$ cat config.mk
export PLATFORM = sky130hd
export DESIGN_NAME = pvcs_regs_top
export DESIGN_NICKNAME = d
export VERILOG_FILES = /design/src/inc/pvcs_pkg.sv /design/src/rtl/pvcs_regs_top.sv
export VERILOG_INCLUDE_DIRS = /design/src /design/src/inc
export SDC_FILE = /design/constraint.sdc
export NUM_CORES = 1
export LEC_CHECK = 0
export BUFFER_PORTS_ARGS = -buffer_cell sky130_fd_sc_hd__buf_4
export CAP_MARGIN = 40
export CORE_UTILIZATION = 45
export CTS_CLUSTER_DIAMETER = 50
export DETAILED_ROUTE_END_ITERATION = 8
export PLACE_DENSITY = 0.84
export SYNTH_ARGS = -nofsm -noshare
export SYNTH_HDL_FRONTEND = slang
export SYNTH_SLANG_ARGS = --single-unit
$ cat constraint.sdc
create_clock -name pclk -period 1.38 [get_ports pclk]
set_input_delay 0.207 -clock pclk [delete_from_list [all_inputs] [get_ports pclk]]
set_output_delay 0.207 -clock pclk [all_outputs]
set_load 0.03 [all_outputs]
$ cat src/inc/pvcs_regs.svh
`ifndef PVCS_REGS_SVH
`define PVCS_REGS_SVH

// word indices; byte address is four times the index
`define PVCS_IDX_SPEC_STAT 6'h10
`define PVCS_IDX_CFG       6'h11
`define PVCS_IDX_PDT       6'h13
`define PVCS_IDX_PDSEL     6'h14
`define PVCS_IDX_ISTAT     6'h18
`define PVCS_IDX_IMASK     6'h19

// specified status word fields
`define PVCS_ADDR_HI 8
`define PVCS_ADDR_LO 4
`define PVCS_AN_HI   3
`define PVCS_AN_LO   0

// config/status word fields
`define PVCS_LP_BIT  14
`define PVCS_HB_BIT  13
`define PVCS_SQ_BIT  12
`define PVCS_JAB_BIT 11
`define PVCS_POL_BIT 0
`define PVCS_CFG_RST 4'hF

// power-down test and manual select word fields
`define PVCS_PD_HI   8
`define PVCS_PD_RST  9'h000
`define PVCS_SEL_BIT 0
`define PVCS_SEL_RST 1'b0

// interrupt status / mask fields
`define PVCS_EV_POL    0
`define PVCS_EV_ANOK   1
`define PVCS_EV_ANFAIL 2
`define PVCS_EV_RST    3'h0

`endif

$ cat src/inc/pvcs_pkg.sv
package pvcs_pkg;

  // auto-negotiation monitor codes
  typedef enum logic [3:0] {
    AN_IDLE      = 4'h0,
    AN_ABIL      = 4'h1,
    AN_ACK       = 4'h2,
    AN_ACK_FAIL  = 4'h3,
    AN_CONS      = 4'h4,
    AN_CONS_FAIL = 4'h5,
    AN_PD_RDY    = 4'h6,
    AN_PD_FAIL   = 4'h7,
    AN_DONE      = 4'h8
  } pvcs_an_e;

  // software-set 10BASE-T controls
  typedef struct packed {
    logic lp;
    logic hb;
    logic sq;
    logic jab;
  } pvcs_cfg_s;

  // line operating mode from the PHY core
  typedef struct packed {
    logic ten_mbps;
    logic full_dup;
    logic loopback;
  } pvcs_mode_s;

endpackage

$ cat src/rtl/pvcs_regs_top.sv
`timescale 1ns/1ns
`include "pvcs_regs.svh"

module pvcs_regs_top #(
  parameter int ADDR_W = 8
) (
  // clock and reset
  input  wire logic                pclk,
  input  wire logic                presetn,
  // apb slave
  input  wire logic                psel,
  input  wire logic                penable,
  input  wire logic                pwrite,
  input  wire logic [ADDR_W-1:0]   paddr,
  input  wire logic [31:0]         pwdata,
  output logic      [31:0]         prdata,
  output logic                     pready,
  output logic                     pslverr,
  // phy core status
  input  wire logic [4:0]          strap_addr,
  input  wire pvcs_pkg::pvcs_an_e  an_state,
  input  wire logic                pol_reversed,
  input  wire pvcs_pkg::pvcs_mode_s line_mode,
  // phy core controls
  output logic      [4:0]          station_addr,
  output logic                     link_pulse_tx,
  output logic                     force_good_link,
  output logic                     heartbeat_on,
  output logic                     squelch_low,
  output logic                     jabber_on,
  output logic      [8:0]          pd_gate,
  // interrupt
  output logic                     irq
);

  // register state; the status samples double as edge detectors
  // for the interrupt events
  logic [4:0]               addr_ff;
  logic                     strap_done_ff;
  pvcs_pkg::pvcs_cfg_s      cfg_ff;
  logic [`PVCS_PD_HI:0]     pdt_ff;
  logic                     pdsel_ff;
  logic [2:0]               istat_ff;
  logic [2:0]               imask_ff;
  logic [31:0]              rdata_ff;
  logic                     pol_ff;
  pvcs_pkg::pvcs_an_e       an_ff;

  // next values
  logic [4:0]               nxt_addr;
  pvcs_pkg::pvcs_cfg_s      nxt_cfg;
  logic [`PVCS_PD_HI:0]     nxt_pdt;
  logic                     nxt_pdsel;
  logic [2:0]               nxt_istat;
  logic [2:0]               nxt_imask;

  // register map by word index; the byte address is four times it
  //   specified status: station address rw, monitor code ro
  //   config/status: four 10BASE-T enables rw, polarity flag ro
  //   power-down test: nine gate bits rw, upper bits read zero
  //   manual select: one rw bit that arms the gate bits
  //   interrupt status: sticky events, cleared by reading them
  //   interrupt mask: same layout as the status word
  //   any other index: error response, reads as zero

  // bus decode; only the word index matters, byte lanes are ignored
  // setup and access are split so reads capture early, writes land late
  wire [5:0]  idx      = paddr[7:2];
  wire        setup    = psel & ~penable;
  wire        access   = psel & penable;
  wire        wr       = access & pwrite;
  wire        rd_setup = setup & ~pwrite;
  wire        hit_spec = (idx == `PVCS_IDX_SPEC_STAT);
  wire        hit_cfg  = (idx == `PVCS_IDX_CFG);
  wire        hit_pdt  = (idx == `PVCS_IDX_PDT);
  wire        hit_sel  = (idx == `PVCS_IDX_PDSEL);
  wire        hit_ist  = (idx == `PVCS_IDX_ISTAT);
  wire        hit_imk  = (idx == `PVCS_IDX_IMASK);
  wire        hit_any  = hit_spec | hit_cfg | hit_pdt |
                         hit_sel | hit_ist | hit_imk;

  // zero wait states: every access phase completes at once; every
  // readable field is a flop, so the read word settles in setup and
  // no stretch of the access phase is ever needed
  assign pready  = 1'b1;

  // an unmapped index answers with an error and reads as zero
  assign pslverr = access & ~hit_any;
  assign prdata  = rdata_ff;

  // read words; unlisted bits stay zero
  // a field that is not stored is a constant zero in its word
  wire [31:0] rd_spec;
  wire [31:0] rd_cfg;
  wire [31:0] rd_pdt;
  wire [31:0] rd_sel;
  wire [31:0] rd_ist;
  wire [31:0] rd_imk;
  wire [31:0] rd_mux;

  // specified status word: station address above the monitor code
  assign rd_spec = {23'h000000, addr_ff, an_ff};
  // reserved 15 and 10..1 are never driven, so they read zero
  assign rd_cfg  = {16'h0000, 1'b0, cfg_ff,
                    10'h000, pol_ff};
  assign rd_pdt  = {23'h000000, pdt_ff};
  assign rd_sel  = {31'h00000000, pdsel_ff};
  assign rd_ist  = {29'h00000000, istat_ff};
  assign rd_imk  = {29'h00000000, imask_ff};

  // a priority chain is harmless here: the hit lines are exclusive
  assign rd_mux = hit_spec ? rd_spec :
                  hit_cfg  ? rd_cfg  :
                  hit_pdt  ? rd_pdt  :
                  hit_sel  ? rd_sel  :
                  hit_ist  ? rd_ist  :
                  hit_imk  ? rd_imk  : 32'h00000000;

  // events from the phy core, each found by comparing the live input
  // with last cycle's sample, so a code held for long counts once
  // completion: the monitor code has just become the done code
  wire an_ok_ev   = (an_state == pvcs_pkg::AN_DONE) &
                    (an_ff != pvcs_pkg::AN_DONE);

  // failure: any of the three fail codes, on the cycle it appears
  wire an_fail_st = (an_state == pvcs_pkg::AN_ACK_FAIL) |
                    (an_state == pvcs_pkg::AN_CONS_FAIL) |
                    (an_state == pvcs_pkg::AN_PD_FAIL);
  wire an_fail_ev = an_fail_st & (an_state != an_ff);

  // polarity: a change in either direction is reported
  wire pol_ev     = pol_reversed ^ pol_ff;
  // event vector in status-bit order
  wire [2:0] ev_set;
  assign ev_set[`PVCS_EV_POL]    = pol_ev;
  assign ev_set[`PVCS_EV_ANOK]   = an_ok_ev;
  assign ev_set[`PVCS_EV_ANFAIL] = an_fail_ev;

  // read-clear removes only the bits that were returned, so an event
  // landing between setup and access survives; set wins over clear
  // the status word has no write path: only events and reads move it
  wire       ist_rd  = access & ~pwrite & hit_ist;
  wire [2:0] ist_clr = ist_rd ? rdata_ff[2:0] : 3'h0;
  assign nxt_istat = (istat_ff & ~ist_clr) | ev_set;

  // one write strobe per writable register, all taken at the access edge;
  // an unmapped index matches none, so a stray write changes nothing
  wire        wr_spec  = wr & hit_spec;
  wire        wr_cfg   = wr & hit_cfg;
  wire        wr_pdt   = wr & hit_pdt;
  wire        wr_sel   = wr & hit_sel;
  wire        wr_imk   = wr & hit_imk;

  // software writes; reserved bits are simply not stored
  assign nxt_addr  = wr_spec ?
                     pwdata[`PVCS_ADDR_HI:`PVCS_ADDR_LO] : addr_ff;
  assign nxt_cfg   = wr_cfg ?
                     pwdata[`PVCS_LP_BIT:`PVCS_JAB_BIT] : cfg_ff;
  assign nxt_pdt   = wr_pdt ?
                     pwdata[`PVCS_PD_HI:0] : pdt_ff;
  assign nxt_pdsel = wr_sel ?
                     pwdata[`PVCS_SEL_BIT] : pdsel_ff;
  assign nxt_imask = wr_imk ? pwdata[2:0] : imask_ff;

  // station address: strap caught at the first edge after release,
  // since an async reset may only load a constant; software leaves
  // that first edge free, as a write there is overwritten by the strap
  always_ff @(posedge pclk or negedge presetn) begin
    if (!presetn) begin
      addr_ff       <= 5'h00;
      strap_done_ff <= 1'b0;
    end else begin
      strap_done_ff <= 1'b1;
      addr_ff       <= strap_done_ff ? nxt_addr : strap_addr;
    end
  end

  // 10BASE-T controls; all four come out of reset enabled
  always_ff @(posedge pclk or negedge presetn) begin
    if (!presetn) begin
      cfg_ff <= `PVCS_CFG_RST;
    end else begin
      cfg_ff <= nxt_cfg;
    end
  end

  // power-down test bits; kept while manual control is off, so
  // software can stage a pattern before it selects manual mode
  always_ff @(posedge pclk or negedge presetn) begin
    if (!presetn) begin
      pdt_ff <= `PVCS_PD_RST;
    end else begin
      pdt_ff <= nxt_pdt;
    end
  end

  // manual power-down select, off after reset
  always_ff @(posedge pclk or negedge presetn) begin
    if (!presetn) begin
      pdsel_ff <= `PVCS_SEL_RST;
    end else begin
      pdsel_ff <= nxt_pdsel;
    end
  end

  // polarity sample, used for both readback and the change event;
  // it follows the line in both directions with no software clear
  always_ff @(posedge pclk or negedge presetn) begin
    if (!presetn) begin
      pol_ff <= 1'b0;
    end else begin
      pol_ff <= pol_reversed;
    end
  end

  // monitor code sample, for readback and the event compare; one cycle of lag is harmless
  always_ff @(posedge pclk or negedge presetn) begin
    if (!presetn) begin
      an_ff <= pvcs_pkg::AN_IDLE;
    end else begin
      an_ff <= an_state;
    end
  end

  // sticky interrupt status
  always_ff @(posedge pclk or negedge presetn) begin
    if (!presetn) begin
      istat_ff <= `PVCS_EV_RST;
    end else begin
      istat_ff <= nxt_istat;
    end
  end

  // interrupt mask, every event masked after reset
  always_ff @(posedge pclk or negedge presetn) begin
    if (!presetn) begin
      imask_ff <= `PVCS_EV_RST;
    end else begin
      imask_ff <= nxt_imask;
    end
  end

  // read data held from setup through the access phase;
  // capturing at setup fixes which status bits a read may clear,
  // so an event in the access cycle is kept for the next read
  always_ff @(posedge pclk or negedge presetn) begin
    if (!presetn) begin
      rdata_ff <= 32'h00000000;
    end else if (rd_setup) begin
      rdata_ff <= rd_mux;
    end
  end

  // the serial management engine shifts bit 4 out first
  // and matches incoming frames against this address
  assign station_addr = addr_ff;

  // link pulses only matter at 10 Mbps
  // at 100 Mbps both outputs rest low, so the core sees neither
  assign link_pulse_tx   = line_mode.ten_mbps & cfg_ff.lp;
  assign force_good_link = line_mode.ten_mbps & ~cfg_ff.lp;

  // collision test is meaningless in full duplex
  // the enable is kept, so it returns when half duplex does
  assign heartbeat_on = cfg_ff.hb & ~line_mode.full_dup;

  // select 1 keeps the normal level, so the low output is its inverse
  assign squelch_low = ~cfg_ff.sq;

  // outside the two named modes jabber protection stays on
  // (the safe side: there the bit has no meaning and is ignored)
  wire jab_mode = line_mode.ten_mbps &
                  (line_mode.full_dup | line_mode.loopback);
  assign jabber_on = jab_mode ? cfg_ff.jab : 1'b1;

  // test gates are inert until manual control is selected; clearing
  // the select drops every gate at once, whatever the test bits hold
  genvar g;
  for (g = 0; g <= `PVCS_PD_HI; g++) begin : g_pd_gate
    assign pd_gate[g] = pdsel_ff & pdt_ff[g];
  end

  // level interrupt, high while any unmasked status bit is set;
  // it drops in the cycle after the read that clears the last bit
  assign irq = |(istat_ff & imask_ff);

endmodule // pvcs_regs_top

==> results.yml <==
sta:
  worstMarginPinSlew_ns: 0.545
  tns_ns: -0.0800
  finClkSkew_ns: 0.00638
  setup_viol: 1
  period_share: 1.06
  slew-limit-headroom: 0.637
  final_max_slew_viol_count: 0
  clock.fmax_mhz: 685
  rsz0062_at_grt: "yes"
  finalHoldViolCount: 0
  min_period_ns: 1.46
  finalWorstSetupSlack_ns: -0.0800
  holdWs_ns: 0.0339
logic_synthesis:
  ys_warn_count: 0
  synth_seq_area_share: 0.474
  ys_top_cells_by_area: "dfrtp_1 (43%), buf_4 (6.4%), mux2_4 (5.8%)"
  synth_cells: 212
  synth_edf_count: 0
  syn_area_sq_um: 2330
  ys.flop_type: "dfrtp_1"
  syn_area_per_cell_sq_um: 11.0
  synth-seq-cells: 44
  synthArstFlopShare: 1.00
  yosys.cell_types.count: 43
  yosysTopAreaCellShare: 0.429
  synth_area_leader_cell: "dfrtp_1"
routing:
  vias_per_cell: 5.06
  wl_met2_um: 2670
  top_layer_used: "met4"
  drt_iter0_drc: 60
  drtPass1Iterations: 4
  wl_met1_um: 2430
  drc: 0
  routed_wl_um: 5500
  wl_met3_um: 315
  num_vias: 1929
  drtAntennaViolNets: 0
  wl_per_cell_um: 14.4
worst_hold_path:
  hp-start: "an_state[3]"
  hp-class: "input pin to flip-flop"
setup_path:
  end_kind: "output pin"
  cp.arrival_ns: 1.25
  crit_start: "istat_ff[2]"
  r2r-start: "istat_ff[2]"
  start_kind: "flip-flop"
  cp_max_fo: 2
  cp.required_ns: 1.17
  worst-setup-path-type: "flip-flop to output pin"
power:
  peakVddDrop_uv: 634
  cellLeakagePower_nw: 1.61
  pwr_density_cell_nw_per_um2: 883
  finalPower_mw: 2.88
clock_network:
  cts_max_path_buffers: 2
  path_clk_slew_ns: 0.07
  numCtsBuffers: 5
  root_buffer: "clkbuf_8"
  tritoncts: "built"
  htreeDepth: 2
  clk-insertion-delay-late_ns: 0.29
  cts_sinks: 44
cells_and_area:
  fin_cells: 381
  drive_gt1_frac: 0.484
  nets: 371
  num_antenna_cells: 0
  synthToLayoutAreaGrowth_pct: 40.0
placed_design:
  place_hpwl_um: 4080
  io_buffer_count: 70
  placed_cells: 362
  place.gp.congestion: 0.889
grt:
  grt_pass1_vias: 1874
  grt_max_degree: 45
  antenna_found_initial: 0
  grt_use_total: 0.218
  grt_first_pass_wirelength_um: 8870
  grt_overflow: 0
floorplanning:
  io_pins: 112
  fp.dieArea_sq_um: 5470
  row_count: 25
  fp.dieH_um: 74.0
  core-area_sq_um: 4850
  start_util: 0.481
  die_w_um: 74.0
run_status:
  status: "complete, but fails checks"
  violations: "negative setup slack"
job:
  maxCapViolCount: 0
==> area by class of cell <==
| type | instances | area, sq um |
|---|---|---|
| Tap cell | 67 | 83.8 |
| Timing Repair Buffer | 103 | 845 |
| Clock inverter | 1 | 5.00 |
| Fill cell | 388 | 1580 |
| Sequential cell | 44 | 1110 |
| Inverter | 10 | 40.0 |
| Multi-Input combinational cell | 149 | 1110 |
| Clock buffer | 7 | 76.3 |
==> worst max-delay path: stages (launching register included) <==
cell	delay (ns)
dfrtp_1	0.38
a222oi_1	0.35
inv_1	0.09
buf_6	0.15
==> stage by stage <==
step	setup WS, ns	cell area (sq um)	util
6_report	-0.0800	3270	0.674
3_5_place_dp	-0.222	2980	0.615
2_1_floorplan	-0.168	2410	-
4_1_cts	-0.105	3150	0.649
3_3_place_gp	-0.187	2980	0.615
5_1_grt	-0.205	3270	0.674
==> flip-flops by register name (all words and copies together) (netlist names) <==
register	count
an_ff	4
cfg_ff	4
imask_ff	3
istat_ff	3
pdsel_ff	1
pdt_ff	9
pol_ff	1
prdata	13
station_addr	5
strap_done_ff	1
==> final timing paths <==
kind                                   end  slack, ns  cells after the start
worst max-delay path                   irq      -0.08                      3
worst min-delay path              an_ff[3]       0.03                      1
worst max register to register   prdata[2]       0.12                      6
worst min register to register   prdata[6]       0.52                      2
max in group asynchronous         pdsel_ff       0.55                      2
min in group asynchronous       prdata[13]       0.44                      2
==> Yosys cell counts (2+ instances only) <==
library cell  count
nor2b_1           4
and2_1           12
buf_6             2
buf_1             2
buf_4            20
a22o_1            5
nand3b_1          3
mux2i_1           7
nor2_1           23
dfstp_2           4
conb_1            2
o21ai_0           6
a221oi_1          9
mux2_4            9
dfrtp_1          40
inv_1            10
a21oi_1           6
nand3_1           3
nand2_1           6
nor3_1            2
mux2_2            8
and3_1            3
nor4_1            3
clkbuf_1          2
o211ai_1          3
==> power by group <==
part / internal, mW / switching, mW / total [mW]
clock network: 0.355 / 0.409 / 0.764
registers: 1.38 / 0.0661 / 1.44
logic: 0.289 / 0.389 / 0.678
total: 2.02 / 0.864 / 2.88
==> logic make-up after synthesis <==
| logic type | count (synthesis) | share of synthesized area |
|---|---|---|
| buffers and inverters | 38 | 0.107 |
| and+or+nand+nor | 67 | 0.172 |
| other | 2 | 0.00322 |
| xor gates and xnor gates | 1 | 0.00376 |
| DFF | 44 | 0.474 |
| muxes | 24 | 0.127 |
| AOI/OAI and AO/OA | 36 | 0.113 |
==> layer usage <==
metal,global-route usage,vias to the layer above
li1,-,913
met1,0.293,918
met2,0.341,86
met3,0.0528,12
met4,0.0897,0
met5,0,-
==> timing repair <==
item	CTS	global route
endpoints found under the hold margin	40	0
pin swaps	1	7
hold buffers	1	0
buffers inserted	6	5
resized for setup	11	26
setup endpoints to repair	9	16
==> placed cells by master, fill, tap and decap left out, types with 3 or more instances in the layout <==
| master | count |
|---|---|
| nand2_1 | 6 |
| nor4_1 | 3 |
| mux2_2 | 8 |
| buf_4 | 86 |
| inv_1 | 8 |
| o21ai_0 | 4 |
| conb_1 | 21 |
| mux2i_1 | 7 |
| buf_6 | 15 |
| mux2_4 | 9 |
| dfstp_2 | 4 |
| nand3b_1 | 3 |
| nor2_1 | 22 |
| a21oi_1 | 6 |
| nand3_1 | 3 |
| and2_4 | 11 |
| a22o_1 | 5 |
| nor2b_1 | 4 |
| a221oi_1 | 8 |
| and3_1 | 3 |
| o211ai_1 | 3 |
| dfrtp_1 | 39 |
| clkbuf_8 | 5 |
(Power assumes the default switching activity.)
